<file path="src/logic/acd_control_map.vh">
`ifndef ACD_CONTROL_MAP_VH
`define ACD_CONTROL_MAP_VH

// Device address: fixed upper bits A7..A2, A1 from the select pin, A0 = 0
`define ACD_ADDR_FIXED_HI      6'h3E
`define ACD_ADDR_WRITE_BIT     1'b0

// Bit counter value after a whole byte
`define ACD_BITS_PER_BYTE      4'h8

// Five-bit prefixes, word bits D7..D3, used when D7..D6 are zero
`define ACD_GROUP_SHORT        2'h0
`define ACD_PFX_SHUTDOWN       5'h00
`define ACD_PFX_STEREO_MODE    5'h01
`define ACD_PFX_SPATIAL        5'h02
`define ACD_PFX_SPATIAL_GAIN   5'h03
`define ACD_PFX_REGULATOR      5'h04
`define ACD_PFX_HP_GAIN        5'h05
`define ACD_PFX_SPK_STAGE      5'h06
`define ACD_PFX_EARPIECE       5'h07

// Three-bit prefixes, word bits D7..D5
`define ACD_PFX_SPK_ROUTE      3'h2
`define ACD_PFX_HP_ROUTE       3'h3
`define ACD_PFX_OUT_ENABLE     3'h4
`define ACD_PFX_MONO_GAIN      3'h5
`define ACD_PFX_LEFT_GAIN      3'h6
`define ACD_PFX_RIGHT_GAIN     3'h7

// Field positions inside the data word
`define ACD_BIT_D0             0
`define ACD_BIT_D1             1
`define ACD_BIT_D2             2
`define ACD_FIELD5_MSB         4

// Reset values
`define ACD_RST_BIT            1'b0
`define ACD_RST_FIELD2         2'h0
`define ACD_RST_FIELD3         3'h0
`define ACD_RST_FIELD5         5'h00
`define ACD_RST_BYTE           8'h00
`define ACD_RST_COUNT          4'h0
`define ACD_RST_PINS           4'hF

`endif

</file>
<file path="src/logic/acd_control_decoder.v">
`timescale 1ns/100ps
`include "acd_control_map.vh"

////////////////////////////////////////////////////////////////////////////
// Contract
// - Master owns clock; device only pulls data low
// - Answer only address with A1 from pin
// - Start condition announces an address byte
// - Address MSB first, sampled on clock rise
// - Acknowledge matched address on ninth pulse
// - Take one data word and acknowledge it
// - Reset pin low forces shutdown, clears power
// - Stay shut down until power bit written
// - Speaker routing word loads five select bits
// - Headphone routing word loads five select bits
// - Three gain words carry five-bit codes
// - Stereo mode word: mute, two input selects
// - Speaker stage: spread, right, left gain
// - Earpiece word: gain, mono, stereo select
// - Spread bit one enables spread switching
// - Input select pair picks input mode
// - Cross select swaps stereo channels to outputs
module acd_control_decoder (
    input  wire       clock_in,
    input  wire       reset_n_in,
    input  wire       scl_in,
    input  wire       sda_in,
    input  wire       addr_select_in,
    input  wire       ctrl_reset_n_in,
    output wire       sda_out,
    output reg        sda_oe_out,
    output reg        word_strobe_out,
    output wire       shutdown_out,
    output reg        power_on_bit_out,
    output reg        stereo_mute_out,
    output reg        first_pair_input_select_out,
    output reg        second_pair_input_select_out,
    output wire       differential_input_out,
    output wire [1:0] input_mode_out,
    output reg        spatial_narrow_select_out,
    output reg        spatial_on_speaker_out,
    output reg        spatial_on_headphone_out,
    output reg  [1:0] spatial_gain_out,
    output reg        regulator_high_select_out,
    output reg        turn_on_fast_out,
    output reg  [2:0] headphone_gain_out,
    output reg        spread_spectrum_enable_out,
    output reg        right_speaker_gain_select_out,
    output reg        left_speaker_gain_select_out,
    output reg        earpiece_gain_select_out,
    output reg        earpiece_mono_select_out,
    output reg        earpiece_stereo_select_out,
    output reg  [4:0] speaker_route_out,
    output reg  [4:0] headphone_route_out,
    output reg  [4:0] output_enables_out,
    output reg  [4:0] mono_gain_code_out,
    output reg  [4:0] left_gain_code_out,
    output reg  [4:0] right_gain_code_out
);

////////////////////////////////////////////////////////////////////////////
// Receiver states
localparam [2:0] ST_IDLE     = 3'h0;
localparam [2:0] ST_ADDR     = 3'h1;
localparam [2:0] ST_ADDR_ACK = 3'h2;
localparam [2:0] ST_DATA     = 3'h3;
localparam [2:0] ST_DATA_ACK = 3'h4;
localparam [2:0] ST_IGNORE   = 3'h5;

////////////////////////////////////////////////////////////////////////////
// Reset release
reg        rst_meta_n;
reg        rst_n;

always @(posedge clock_in or negedge reset_n_in) begin
    if (!reset_n_in) begin
        rst_meta_n <= 1'b0;
        rst_n      <= 1'b0;
    end else begin
        rst_meta_n <= 1'b1;
        rst_n      <= rst_meta_n;
    end
end

////////////////////////////////////////////////////////////////////////////
// Pin synchronisers; bit order {ctrl_reset_n, addr_select, sda, scl}
// Bus idles high, so the chain resets to one to avoid a false start.
reg  [3:0] pin_meta;
reg  [3:0] pin_sync;
reg        scl_prev;
reg        sda_prev;

always @(posedge clock_in or negedge rst_n) begin
    if (!rst_n) begin
        pin_meta <= `ACD_RST_PINS;
        pin_sync <= `ACD_RST_PINS;
        scl_prev <= 1'b1;
        sda_prev <= 1'b1;
    end else begin
        pin_meta <= {ctrl_reset_n_in, addr_select_in, sda_in, scl_in};
        pin_sync <= pin_meta;
        scl_prev <= pin_sync[0];
        sda_prev <= pin_sync[1];
    end
end

wire scl_s      = pin_sync[0];
wire sda_s      = pin_sync[1];
wire addr_sel_s = pin_sync[2];
wire ctrl_rst_n = pin_sync[3];

wire scl_rise   = scl_s & ~scl_prev;
wire scl_fall   = ~scl_s & scl_prev;
// Data moving while clock is high marks start or stop
wire start_seen = scl_s & scl_prev & sda_prev & ~sda_s;
wire stop_seen  = scl_s & scl_prev & ~sda_prev & sda_s;

////////////////////////////////////////////////////////////////////////////
// Serial receiver
reg  [2:0] state;
reg  [3:0] bit_count;
reg  [7:0] shift;

wire [7:0] own_addr = {`ACD_ADDR_FIXED_HI, addr_sel_s,
                       `ACD_ADDR_WRITE_BIT};
wire       addr_ok  = (shift == own_addr);
wire       byte_end = scl_fall && (bit_count == `ACD_BITS_PER_BYTE);

// Device never drives data high and never returns register contents
assign sda_out = 1'b0;

always @(posedge clock_in or negedge rst_n) begin
    if (!rst_n) begin
        state           <= ST_IDLE;
        bit_count       <= `ACD_RST_COUNT;
        shift           <= `ACD_RST_BYTE;
        sda_oe_out      <= 1'b0;
        word_strobe_out <= 1'b0;
    end else begin
        word_strobe_out <= 1'b0;
        if (start_seen) begin
            // Repeated start also restarts address reception
            state      <= ST_ADDR;
            bit_count  <= `ACD_RST_COUNT;
            sda_oe_out <= 1'b0;
        end else if (stop_seen) begin
            state      <= ST_IDLE;
            sda_oe_out <= 1'b0;
        end else begin
            case (state)
                ST_ADDR: begin
                    if (scl_rise) begin
                        shift     <= {shift[6:0], sda_s};
                        bit_count <= bit_count + 4'h1;
                    end else if (byte_end) begin
                        if (addr_ok) begin
                            state      <= ST_ADDR_ACK;
                            sda_oe_out <= 1'b1;
                        end else begin
                            state <= ST_IGNORE;
                        end
                    end
                end
                ST_ADDR_ACK: begin
                    if (scl_fall) begin
                        state      <= ST_DATA;
                        sda_oe_out <= 1'b0;
                        bit_count  <= `ACD_RST_COUNT;
                    end
                end
                ST_DATA: begin
                    if (scl_rise) begin
                        shift     <= {shift[6:0], sda_s};
                        bit_count <= bit_count + 4'h1;
                    end else if (byte_end) begin
                        state           <= ST_DATA_ACK;
                        sda_oe_out      <= 1'b1;
                        word_strobe_out <= 1'b1;
                    end
                end
                ST_DATA_ACK: begin
                    // One word per transfer; later bytes get no answer
                    if (scl_fall) begin
                        state      <= ST_IGNORE;
                        sda_oe_out <= 1'b0;
                    end
                end
                ST_IGNORE: begin
                    sda_oe_out <= 1'b0;
                end
                ST_IDLE: begin
                    sda_oe_out <= 1'b0;
                end
                default: begin
                    state      <= ST_IDLE;
                    sda_oe_out <= 1'b0;
                end
            endcase
        end
    end
end

////////////////////////////////////////////////////////////////////////////
// Word decoder
wire [7:0] word      = shift;
wire       take      = word_strobe_out;
wire       short_grp = (word[7:6] == `ACD_GROUP_SHORT);
wire [4:0] pfx5      = word[7:3];
wire [2:0] pfx3      = word[7:5];
wire [4:0] field5    = word[`ACD_FIELD5_MSB:0];

wire wr_shutdown = take && short_grp && (pfx5 == `ACD_PFX_SHUTDOWN);
wire wr_stereo   = take && short_grp && (pfx5 == `ACD_PFX_STEREO_MODE);
wire wr_spatial  = take && short_grp && (pfx5 == `ACD_PFX_SPATIAL);
wire wr_sp_gain  = take && short_grp && (pfx5 == `ACD_PFX_SPATIAL_GAIN);
wire wr_reg      = take && short_grp && (pfx5 == `ACD_PFX_REGULATOR);
wire wr_hp_gain  = take && short_grp && (pfx5 == `ACD_PFX_HP_GAIN);
wire wr_spk_stg  = take && short_grp && (pfx5 == `ACD_PFX_SPK_STAGE);
wire wr_ear      = take && short_grp && (pfx5 == `ACD_PFX_EARPIECE);
wire wr_spk_rte  = take && (pfx3 == `ACD_PFX_SPK_ROUTE);
wire wr_hp_rte   = take && (pfx3 == `ACD_PFX_HP_ROUTE);
wire wr_enables  = take && (pfx3 == `ACD_PFX_OUT_ENABLE);
wire wr_mono     = take && (pfx3 == `ACD_PFX_MONO_GAIN);
wire wr_left     = take && (pfx3 == `ACD_PFX_LEFT_GAIN);
wire wr_right    = take && (pfx3 == `ACD_PFX_RIGHT_GAIN);

// Power bit: the reset pin wins over a write arriving in the same cycle,
// so shutdown holds for as long as the pin is low.
always @(posedge clock_in or negedge rst_n) begin
    if (!rst_n) begin
        power_on_bit_out <= `ACD_RST_BIT;
    end else if (!ctrl_rst_n) begin
        power_on_bit_out <= `ACD_RST_BIT;
    end else if (wr_shutdown) begin
        power_on_bit_out <= word[`ACD_BIT_D0];
    end
end

assign shutdown_out = ~power_on_bit_out;

// Each register loads only on its own prefix and holds otherwise
always @(posedge clock_in or negedge rst_n) begin
    if (!rst_n) begin
        stereo_mute_out               <= `ACD_RST_BIT;
        first_pair_input_select_out   <= `ACD_RST_BIT;
        second_pair_input_select_out  <= `ACD_RST_BIT;
        spatial_narrow_select_out     <= `ACD_RST_BIT;
        spatial_on_speaker_out        <= `ACD_RST_BIT;
        spatial_on_headphone_out      <= `ACD_RST_BIT;
        spatial_gain_out              <= `ACD_RST_FIELD2;
        regulator_high_select_out     <= `ACD_RST_BIT;
        turn_on_fast_out              <= `ACD_RST_BIT;
        headphone_gain_out            <= `ACD_RST_FIELD3;
        spread_spectrum_enable_out    <= `ACD_RST_BIT;
        right_speaker_gain_select_out <= `ACD_RST_BIT;
        left_speaker_gain_select_out  <= `ACD_RST_BIT;
        earpiece_gain_select_out      <= `ACD_RST_BIT;
        earpiece_mono_select_out      <= `ACD_RST_BIT;
        earpiece_stereo_select_out    <= `ACD_RST_BIT;
        speaker_route_out             <= `ACD_RST_FIELD5;
        headphone_route_out           <= `ACD_RST_FIELD5;
        output_enables_out            <= `ACD_RST_FIELD5;
        mono_gain_code_out            <= `ACD_RST_FIELD5;
        left_gain_code_out            <= `ACD_RST_FIELD5;
        right_gain_code_out           <= `ACD_RST_FIELD5;
    end else begin
        if (wr_stereo) begin
            stereo_mute_out              <= word[`ACD_BIT_D2];
            first_pair_input_select_out  <= word[`ACD_BIT_D1];
            second_pair_input_select_out <= word[`ACD_BIT_D0];
        end
        if (wr_spatial) begin
            spatial_narrow_select_out <= word[`ACD_BIT_D2];
            spatial_on_speaker_out    <= word[`ACD_BIT_D1];
            spatial_on_headphone_out  <= word[`ACD_BIT_D0];
        end
        if (wr_sp_gain) begin
            spatial_gain_out <= word[`ACD_BIT_D1:`ACD_BIT_D0];
        end
        if (wr_reg) begin
            regulator_high_select_out <= word[`ACD_BIT_D1];
            turn_on_fast_out          <= word[`ACD_BIT_D0];
        end
        if (wr_hp_gain) begin
            headphone_gain_out <= word[`ACD_BIT_D2:`ACD_BIT_D0];
        end
        if (wr_spk_stg) begin
            spread_spectrum_enable_out    <= word[`ACD_BIT_D2];
            right_speaker_gain_select_out <= word[`ACD_BIT_D1];
            left_speaker_gain_select_out  <= word[`ACD_BIT_D0];
        end
        if (wr_ear) begin
            earpiece_gain_select_out   <= word[`ACD_BIT_D2];
            earpiece_mono_select_out   <= word[`ACD_BIT_D1];
            earpiece_stereo_select_out <= word[`ACD_BIT_D0];
        end
        if (wr_spk_rte) begin
            speaker_route_out <= field5;
        end
        if (wr_hp_rte) begin
            headphone_route_out <= field5;
        end
        if (wr_enables) begin
            output_enables_out <= field5;
        end
        if (wr_mono) begin
            mono_gain_code_out <= field5;
        end
        if (wr_left) begin
            left_gain_code_out <= field5;
        end
        if (wr_right) begin
            right_gain_code_out <= field5;
        end
    end
end

////////////////////////////////////////////////////////////////////////////
// Derived mode indications for the analogue side
// Mode number equals {first pair, second pair}; zero means differential
assign input_mode_out         = {first_pair_input_select_out,
                                 second_pair_input_select_out};
assign differential_input_out = (input_mode_out == `ACD_RST_FIELD2);

// Spread switching follows spread_spectrum_enable_out directly
// Cross select in route bit 4 swaps channels; mixing is analogue

endmodule // acd_control_decoder

</file>
<file path="config.mk">
export PLATFORM = sky130hd
export DESIGN_NAME = acd_control_decoder
export DESIGN_NICKNAME = d
export VERILOG_FILES = /design/src/logic/acd_control_decoder.v
export VERILOG_INCLUDE_DIRS = /design/src /design/src/logic
export SDC_FILE = /design/constraint.sdc
export NUM_CORES = 1
export LEC_CHECK = 0
export BUFFER_PORTS_ARGS = -buffer_cell sky130_fd_sc_hd__buf_2
export CORE_MARGIN = 2
export CORE_UTILIZATION = 44
export DETAILED_ROUTE_END_ITERATION = 8
export GPL_TIMING_DRIVEN = 0
export PLACE_DENSITY_LB_ADDON = 0.15
export SETUP_SLACK_MARGIN = 0.5
export SLEW_MARGIN = 30
export SYNTH_ARGS = -nofsm -noshare
export SYNTH_HDL_FRONTEND = slang
export SYNTH_SLANG_ARGS = --single-unit
</file>
<file path="constraint.sdc">
create_clock -name clock_in -period 4.5 [get_ports clock_in]
set_input_delay 0.225 -clock clock_in [delete_from_list [all_inputs] [get_ports clock_in]]
set_output_delay 0.225 -clock clock_in [all_outputs]
set_load 0.05 [all_outputs]
</file>
==> metrics.yaml, run 1 <==
synth_edf_count: 0
multi_input_area_mm2: 0.001226
yosysSeqAreaShare_pct: 59.77
root_buffer: "clkbuf_8"
crit_type: "register to register"
slew_headroom_pct: 40.80
hold_violations: 0
power_leakage_uw: 0.002082
rsz0062_at_grt: "false"
vias: 2164
timing.final.ws_setup_ns: 2.634
wl_um: 6479
cp-end-kind: "register"
overflow: 0
dr.pass1.iters: 4
maxCapViolCount: 0
setup_viol_count_final: 0
seqCellArea_mm2: 0.001993
ant_nets: 0
clk_pin_slew_ns: 0.08
die_h_um: 90.97
pre_cts_slack_ns: 2.658
critical_path.max_fanout: 5
vias_per_cell: 5.056
clock_path_buffers: 2
ys_async_sr_fraction_pct: 100.0
num_rows: 31
synth_nets: 254
crit_arrival_ns: 2.10
drive_gt1_share_pct: 49.54
syn_to_final_growth_pct: 20.38
first_global_vias: 2196
io_buffers: 61
grt_pass1_wl_um: 11230
avgSynthCellArea_um2: 13.53
fin_crit_ns: 1.866
fin_skew_ns: 0.004767
crit_required_ns: 4.73
dp.cells: 407
post_cts_buffers: 0
yosysWarnings: 0
max-vdd-ir-drop_uv: 212.4
worstMarginPinSlew_ns: 0.8812
synth_cells: 246
netlist_area_mm2: 0.003328
synth_top_area_share_pct: 51.88
synth_area_leader_cell: "dfrtp_1"
numCtsBuffers: 9
drt_iter0_markers: 174
place_hpwl_um: 4504
core_area_mm2: 0.007292
slew_violations: 0
fill_cells: 660
gr-usage-all-layers_pct: 17.11
chipWidth_um: 90.97
insertion_delay_ns: 0.34
h-tree-depth: 3
globalplace.congestion: 0.7709
initial_core_util_pct: 45.64
final_nets: 332
post_cts_resized: 0
tns_ns: 0
fmax_ghz: 0.5359
status: "finished, final reports clean"
power_density_mw_per_mm2: 401.4
synth_area_leaders: "dfrtp_1, mux2_2, dfstp_2"
fin_cells: 428
ys_seq_elements: 79
hold_path.class: "primary input to asynchronous set/reset pin"
grt_max_degree: 42
wl_per_cell_um: 15.14
die_area_mm2: 0.008276
io_pins: 63
synthDistinctLibCells: 49
ys.flop_type: "dfrtp_1"
cts_tree: "yes"
clkSinkCount: 79
period_share_pct: 41.47
drc_errors: 0
grt_antenna_before_repair: 0
fin_util_pct: 54.94
crit_path_start_kind: "register"
diodes: 0
what timing repair did:
item                                    CTS  global route
hold endpoints to repair                  6             0
hold buffers                              5             0
endpoints found under the setup margin    0             0
layout by cell type, fill, tap and decap left out, drive strengths merged, types with 2 or more instances in the layout:
master / instances
ha: 2
clkinvlp: 2
nor3b: 2
nor4: 2
dlygate4sd3: 5
and2: 3
dfrtp: 69
clkinv: 3
conb: 2
nand4: 2
nand4b: 3
nand2b: 2
and3: 2
nor2: 8
clkbuf: 17
mux2: 59
o21ai: 11
nand3: 5
inv: 9
nor3: 3
nor2b: 2
buf: 70
xor2: 2
dfstp: 10
nand2: 13
a21oi: 3
cell usage after synthesis, drive strengths merged, types with 3 or more instances:
cell type	number
dfstp	10
o21ai	11
a21oi	3
nor3	3
inv	9
and2	3
nand4b	3
clkbuf	6
nand3	5
dfrtp	69
mux2	59
nand2	13
buf	8
nor2	8
final timing paths:
kind                       cells past startpoint                    end  slack (ns)        start
setup reg to reg                               5               state[0]        2.63  pin_sync[1]
min in group clock_in                          0                  rst_n        0.35   rst_meta_n
hold reg to reg                                0  left_gain_code_out[1]        0.30        rst_n
max in group asynchronous                      1               sda_prev        3.56        rst_n
hold / removal                                 2                  rst_n        0.19   reset_n_in
setup / recovery                               5               state[0]        2.63  pin_sync[1]
power breakdown:
part	switching, µW	internal, µW
clock network	252	215
logic	194	137
registers	54.0	757
flip-flops by register name (all words and copies together), names as in the netlist, 2 cells and up:
register             cells
output_enables_out       5
mono_gain_code_out       5
headphone_gain_out       3
shift                    8
spatial_gain_out         2
right_gain_code_out      5
bit_count                4
state                    3
headphone_route_out      5
left_gain_code_out       5
speaker_route_out        5
pin_meta                 4
pin_sync                 4
routing by layer:
| metal | vias up | share of wire, % | routed length (µm) | track usage, % |
|---|---|---|---|---|
| li1 | 1023 | - | - | - |
| met1 | 1084 | 47 | 3028 | 23.33 |
| met2 | 47 | 47 | 3027 | 25.99 |
| met3 | 10 | 4.7 | 305 | 4.315 |
| met4 | 0 | 1.8 | 117 | 7.576 |
| met5 | - | 0 | 0 | 0 |
worst max-delay path, stage by stage, from the launching register on:
cell     delay [ns]
dfstp_2        0.57
xnor2_1        0.17
o21ai_1        0.17
o311a_2        0.45
o21ai_2        0.08
mux2_4         0.31
cells by family after synthesis:
group                      Yosys count  share of synthesized area, %
AOI/OAI and AO/OA                   26                         5.639
xor gates and xnor gates             3                        0.7896
adders and majority gates            2                        0.7518
buffers and inverters               23                         3.383
DFF                                 79                         59.77
muxes                               59                         20.19
other                                2                        0.2256
and+or+nand+nor                     52                         9.249
cell type report:
class | count | share of cell area (%)
Sequential cell | 79 | 49.75
Multi-Input combinational cell | 144 | 30.61
Timing Repair Buffer | 67 | 9.369
Clock buffer | 11 | 3.529
Tap cell | 99 | 3.092
Buffer | 14 | 1.968
Clock inverter | 5 | 0.8432
Inverter | 9 | 0.8432
per-stage QoR:
| stage | area, µm² | hold slack (ns) | power, µW |
|---|---|---|---|
| 5_1_grt | 4006 | 0.1819 | 1704 |
| 6_report | 4006 | 0.1891 | 1608 |
| 4_1_cts | 4006 | 0.1733 | 1631 |
| 2_1_floorplan | 3328 | -0.07059 | 1061 |
| 3_3_place_gp | 3757 | 0.009869 | 1152 |
| 3_5_place_dp | 3781 | 0.01231 | 1158 |
No activity file was read; power rests on OpenSTA's default activity.
==> inputs of run 2 (changes only) <==
==> constraint.sdc (replaced) <==
create_clock -name clock_in -period 1.7 [get_ports clock_in]
set_input_delay 0.085 -clock clock_in [delete_from_list [all_inputs] [get_ports clock_in]]
set_output_delay 0.085 -clock clock_in [all_outputs]
set_load 0.05 [all_outputs]
==> run 2 against run 1 <==
Net effect: the flow now finishes with violations (negative setup slack); count of clock-buffer cells in the layout is 1 lower; via count is 9.6% higher; register-to-register slack worse by 2.6 ns; global-route usage is 2.5 points higher; non-clock buffer count is 36 higher.
==> metrics.yaml, run 2 (synthesized netlist as in run 1, its figures left out) <==
status: "complete, but fails checks"
violations: "negative setup slack"
fin_util_pct: 67.55  # +13 points
chipWidth_um: 90.97  # unchanged
top_usage_layer: "met1"
tns_ns: -0.01340  # -0.01340 ns
globalplace.congestion: 0.8223  # +6.7%
met2_usage_pct: 27.84  # +1.9 points
timing.final.ws_setup_ns: -0.006843  # -2.641 ns
io_pins: 63  # unchanged
fin_cells: 464  # +8.4%
cts_tree: "yes"
crit_top_cell: "mux2_4"
root_buffer: "clkbuf_8"
worstMarginPinSlew_ns: 0.5931  # -0.2882 ns
period_share_pct: 100.4  # +59 points
max_stage_delay_ns: 0.40  # -0.17 ns
h-tree-depth: 3  # unchanged
crit_arrival_ns: 1.95  # -0.15 ns
power_leakage_uw: 0.002527  # +21%
fmax_ghz: 0.5859  # +9.3%
numCtsBuffers: 9  # unchanged
reg2reg_depth: 6  # +1
vias_per_cell: 5.112  # +1.1%
drt_iter0_markers: 101  # -42%
num_rows: 31  # unchanged
critical_path.max_fanout: 4  # -1
grt_antenna_before_repair: 0  # unchanged
insertion_delay_ns: 0.36  # +0.02 ns
fin_crit_ns: 1.707  # -0.1591 ns
overflow: 0  # unchanged
clkSinkCount: 79  # unchanged
dp.cells: 406  # -0.25%
ant_nets: 0  # unchanged
r2r-end: "state[0]"
r2r_start: "state[0]"
p_total_uw: 4903  # +200%
r2r_setup_slack_ns: -0.007  # -2.64 ns
largest_register_ffs: 8  # unchanged
grt_pass1_wl_um: 12670  # +13%
fin_skew_ns: 0.01761  # +0.01284 ns
clock_path_buffers: 2  # unchanged
use_met1_pct: 28.85  # +5.5 points
vias: 2372  # +9.6%
crit_type: "register to register"
core_area_mm2: 0.007292  # unchanged
drive_gt1_share_pct: 64.93  # +15 points
mostFrequentLayoutCells: "dfrtp_1, mux2_4, buf_2, buf_6, buf_4"
fill_cells: 541  # -18%
maxCapViolCount: 0  # unchanged
cp-end-kind: "register"
slew_headroom_pct: 60.46  # +20 points
die_h_um: 90.97  # unchanged
crit_chain: "buf_6, mux2_4, o211ai_2, o311a_4, o21ai_2, mux2_4"
setup_viol_count_final: 3  # +3
final_nets: 368  # +11%
first_global_vias: 2395  # +9.1%
wl_per_cell_um: 17.00  # +12%
drc_errors: 0  # unchanged
clk_pin_slew_ns: 0.09  # about the same
regMostFlops: "shift"
gr-usage-all-layers_pct: 19.65  # +2.5 points
seqCellArea_mm2: 0.001997  # +0.19%
cp_slowest_cell: "dfrtp_1"
hold_violations: 0  # unchanged
syn_to_final_growth_pct: 48.01
diodes: 0  # unchanged
die_area_mm2: 0.008276  # unchanged
io_buffers: 61  # unchanged
dr.pass1.iters: 4  # unchanged
initial_core_util_pct: 45.64  # unchanged
wl_um: 7887  # +22%
crit_required_ns: 1.95  # -2.78 ns
multi_input_area_mm2: 0.001662  # +36%
rsz0062_at_grt: "true"
max-vdd-ir-drop_uv: 540.6  # +150%
place_hpwl_um: 4412  # -2.0%
power_density_mw_per_mm2: 995.4  # +150%
slew_violations: 0  # unchanged
use_met3_pct: 4.481  # +0.17 points
grt_max_degree: 41  # -2.4%
hold_path.class: "primary input to asynchronous set/reset pin"
final_common_cell: "dfrtp_1"
crit_path_start_kind: "register"
[run 2: cell count changes in the layout (fill, tap and decap cells not counted), sizes merged]
| cell | previous run | this run |
|---|---|---|
| buf | 70 | 104 |
| inv | 9 | 11 |
| clkinvlp | 2 | 1 |
| clkbuf | 17 | 18 |
[run 2: how the worst max path moves through the flow]
stage,from,to,cells past startpoint,slack [ns]
after floorplan,word_strobe_out,spatial_gain_out[0],4,0.06
after global placement,scl_prev,state[0],5,-0.04
after detailed placement,scl_prev,state[0],5,-0.04
after CTS,state[0],state[0],6,-0.003
after global routing,shift[6],right_speaker_gain_select_out,6,-0.08
final,state[0],state[0],6,-0.007
[run 2: routing by layer]
metal / vias to the layer above / part of all wire [%] / wire length [µm]
met5: - / 0 / 0
met4: 0 / 1.4 / 111
met3: 12 / 5.0 / 393
met2: 63 / 46 / 3608
met1: 1203 / 48 / 3773
li1: 1094 / - / -
[run 2: layout make-up]
cell class,count,share of cell area [%]
repair buffers,103,16.13
clock buffers,10,2.794
plain buffers,14,2.565
multi-input cells,144,33.73
inverters,9,0.6858
clock inverters,6,1.041
well taps,99,2.515
flip-flops and latches,79,40.54
[run 2: metrics by stage]
| stage | setup slack, ns | cell area, µm² | hold WS (ns) |
|---|---|---|---|
| after floorplan | 0.05616 | 3455 | -0.2106 |
| after global placement | -0.04226 | 3884 | -0.1286 |
| after detailed placement | -0.04455 | 3884 | -0.1270 |
| after CTS | -0.003315 | 4669 | 0.01602 |
| after global routing | -0.07990 | 4926 | 0.01447 |
| final | -0.006843 | 4926 | 0.03399 |
[run 2: critical path: cells and delay by family (launching register included)]
kind / cells / cell delay (ns)
buf+inv: 1 / 0.13
flops: 1 / 0.40
mux: 2 / 0.59
compound gates: 3 / 0.49
[run 2: where the power goes]
part / total (µW) / switching, µW / leakage [µW] / internal [µW]
Combinational: 1390 / 706 / 0.00138 / 679
Sequential: 2190 / 188 / 0.00105 / 2000
Clock: 1330 / 738 / 0.0000935 / 588
Total: 4900 / 1630 / 0.00253 / 3270
[run 2: what timing repair did]
action / CTS / global route
cloned: 2 / 1
hold endpoints to repair: 6 / 0
buffers inserted: 19 / 15
hold buffers: 5 / 0
pin swaps: 19 / 12
endpoints found under the setup margin: 71 / 71
resized for setup: 100 / 25
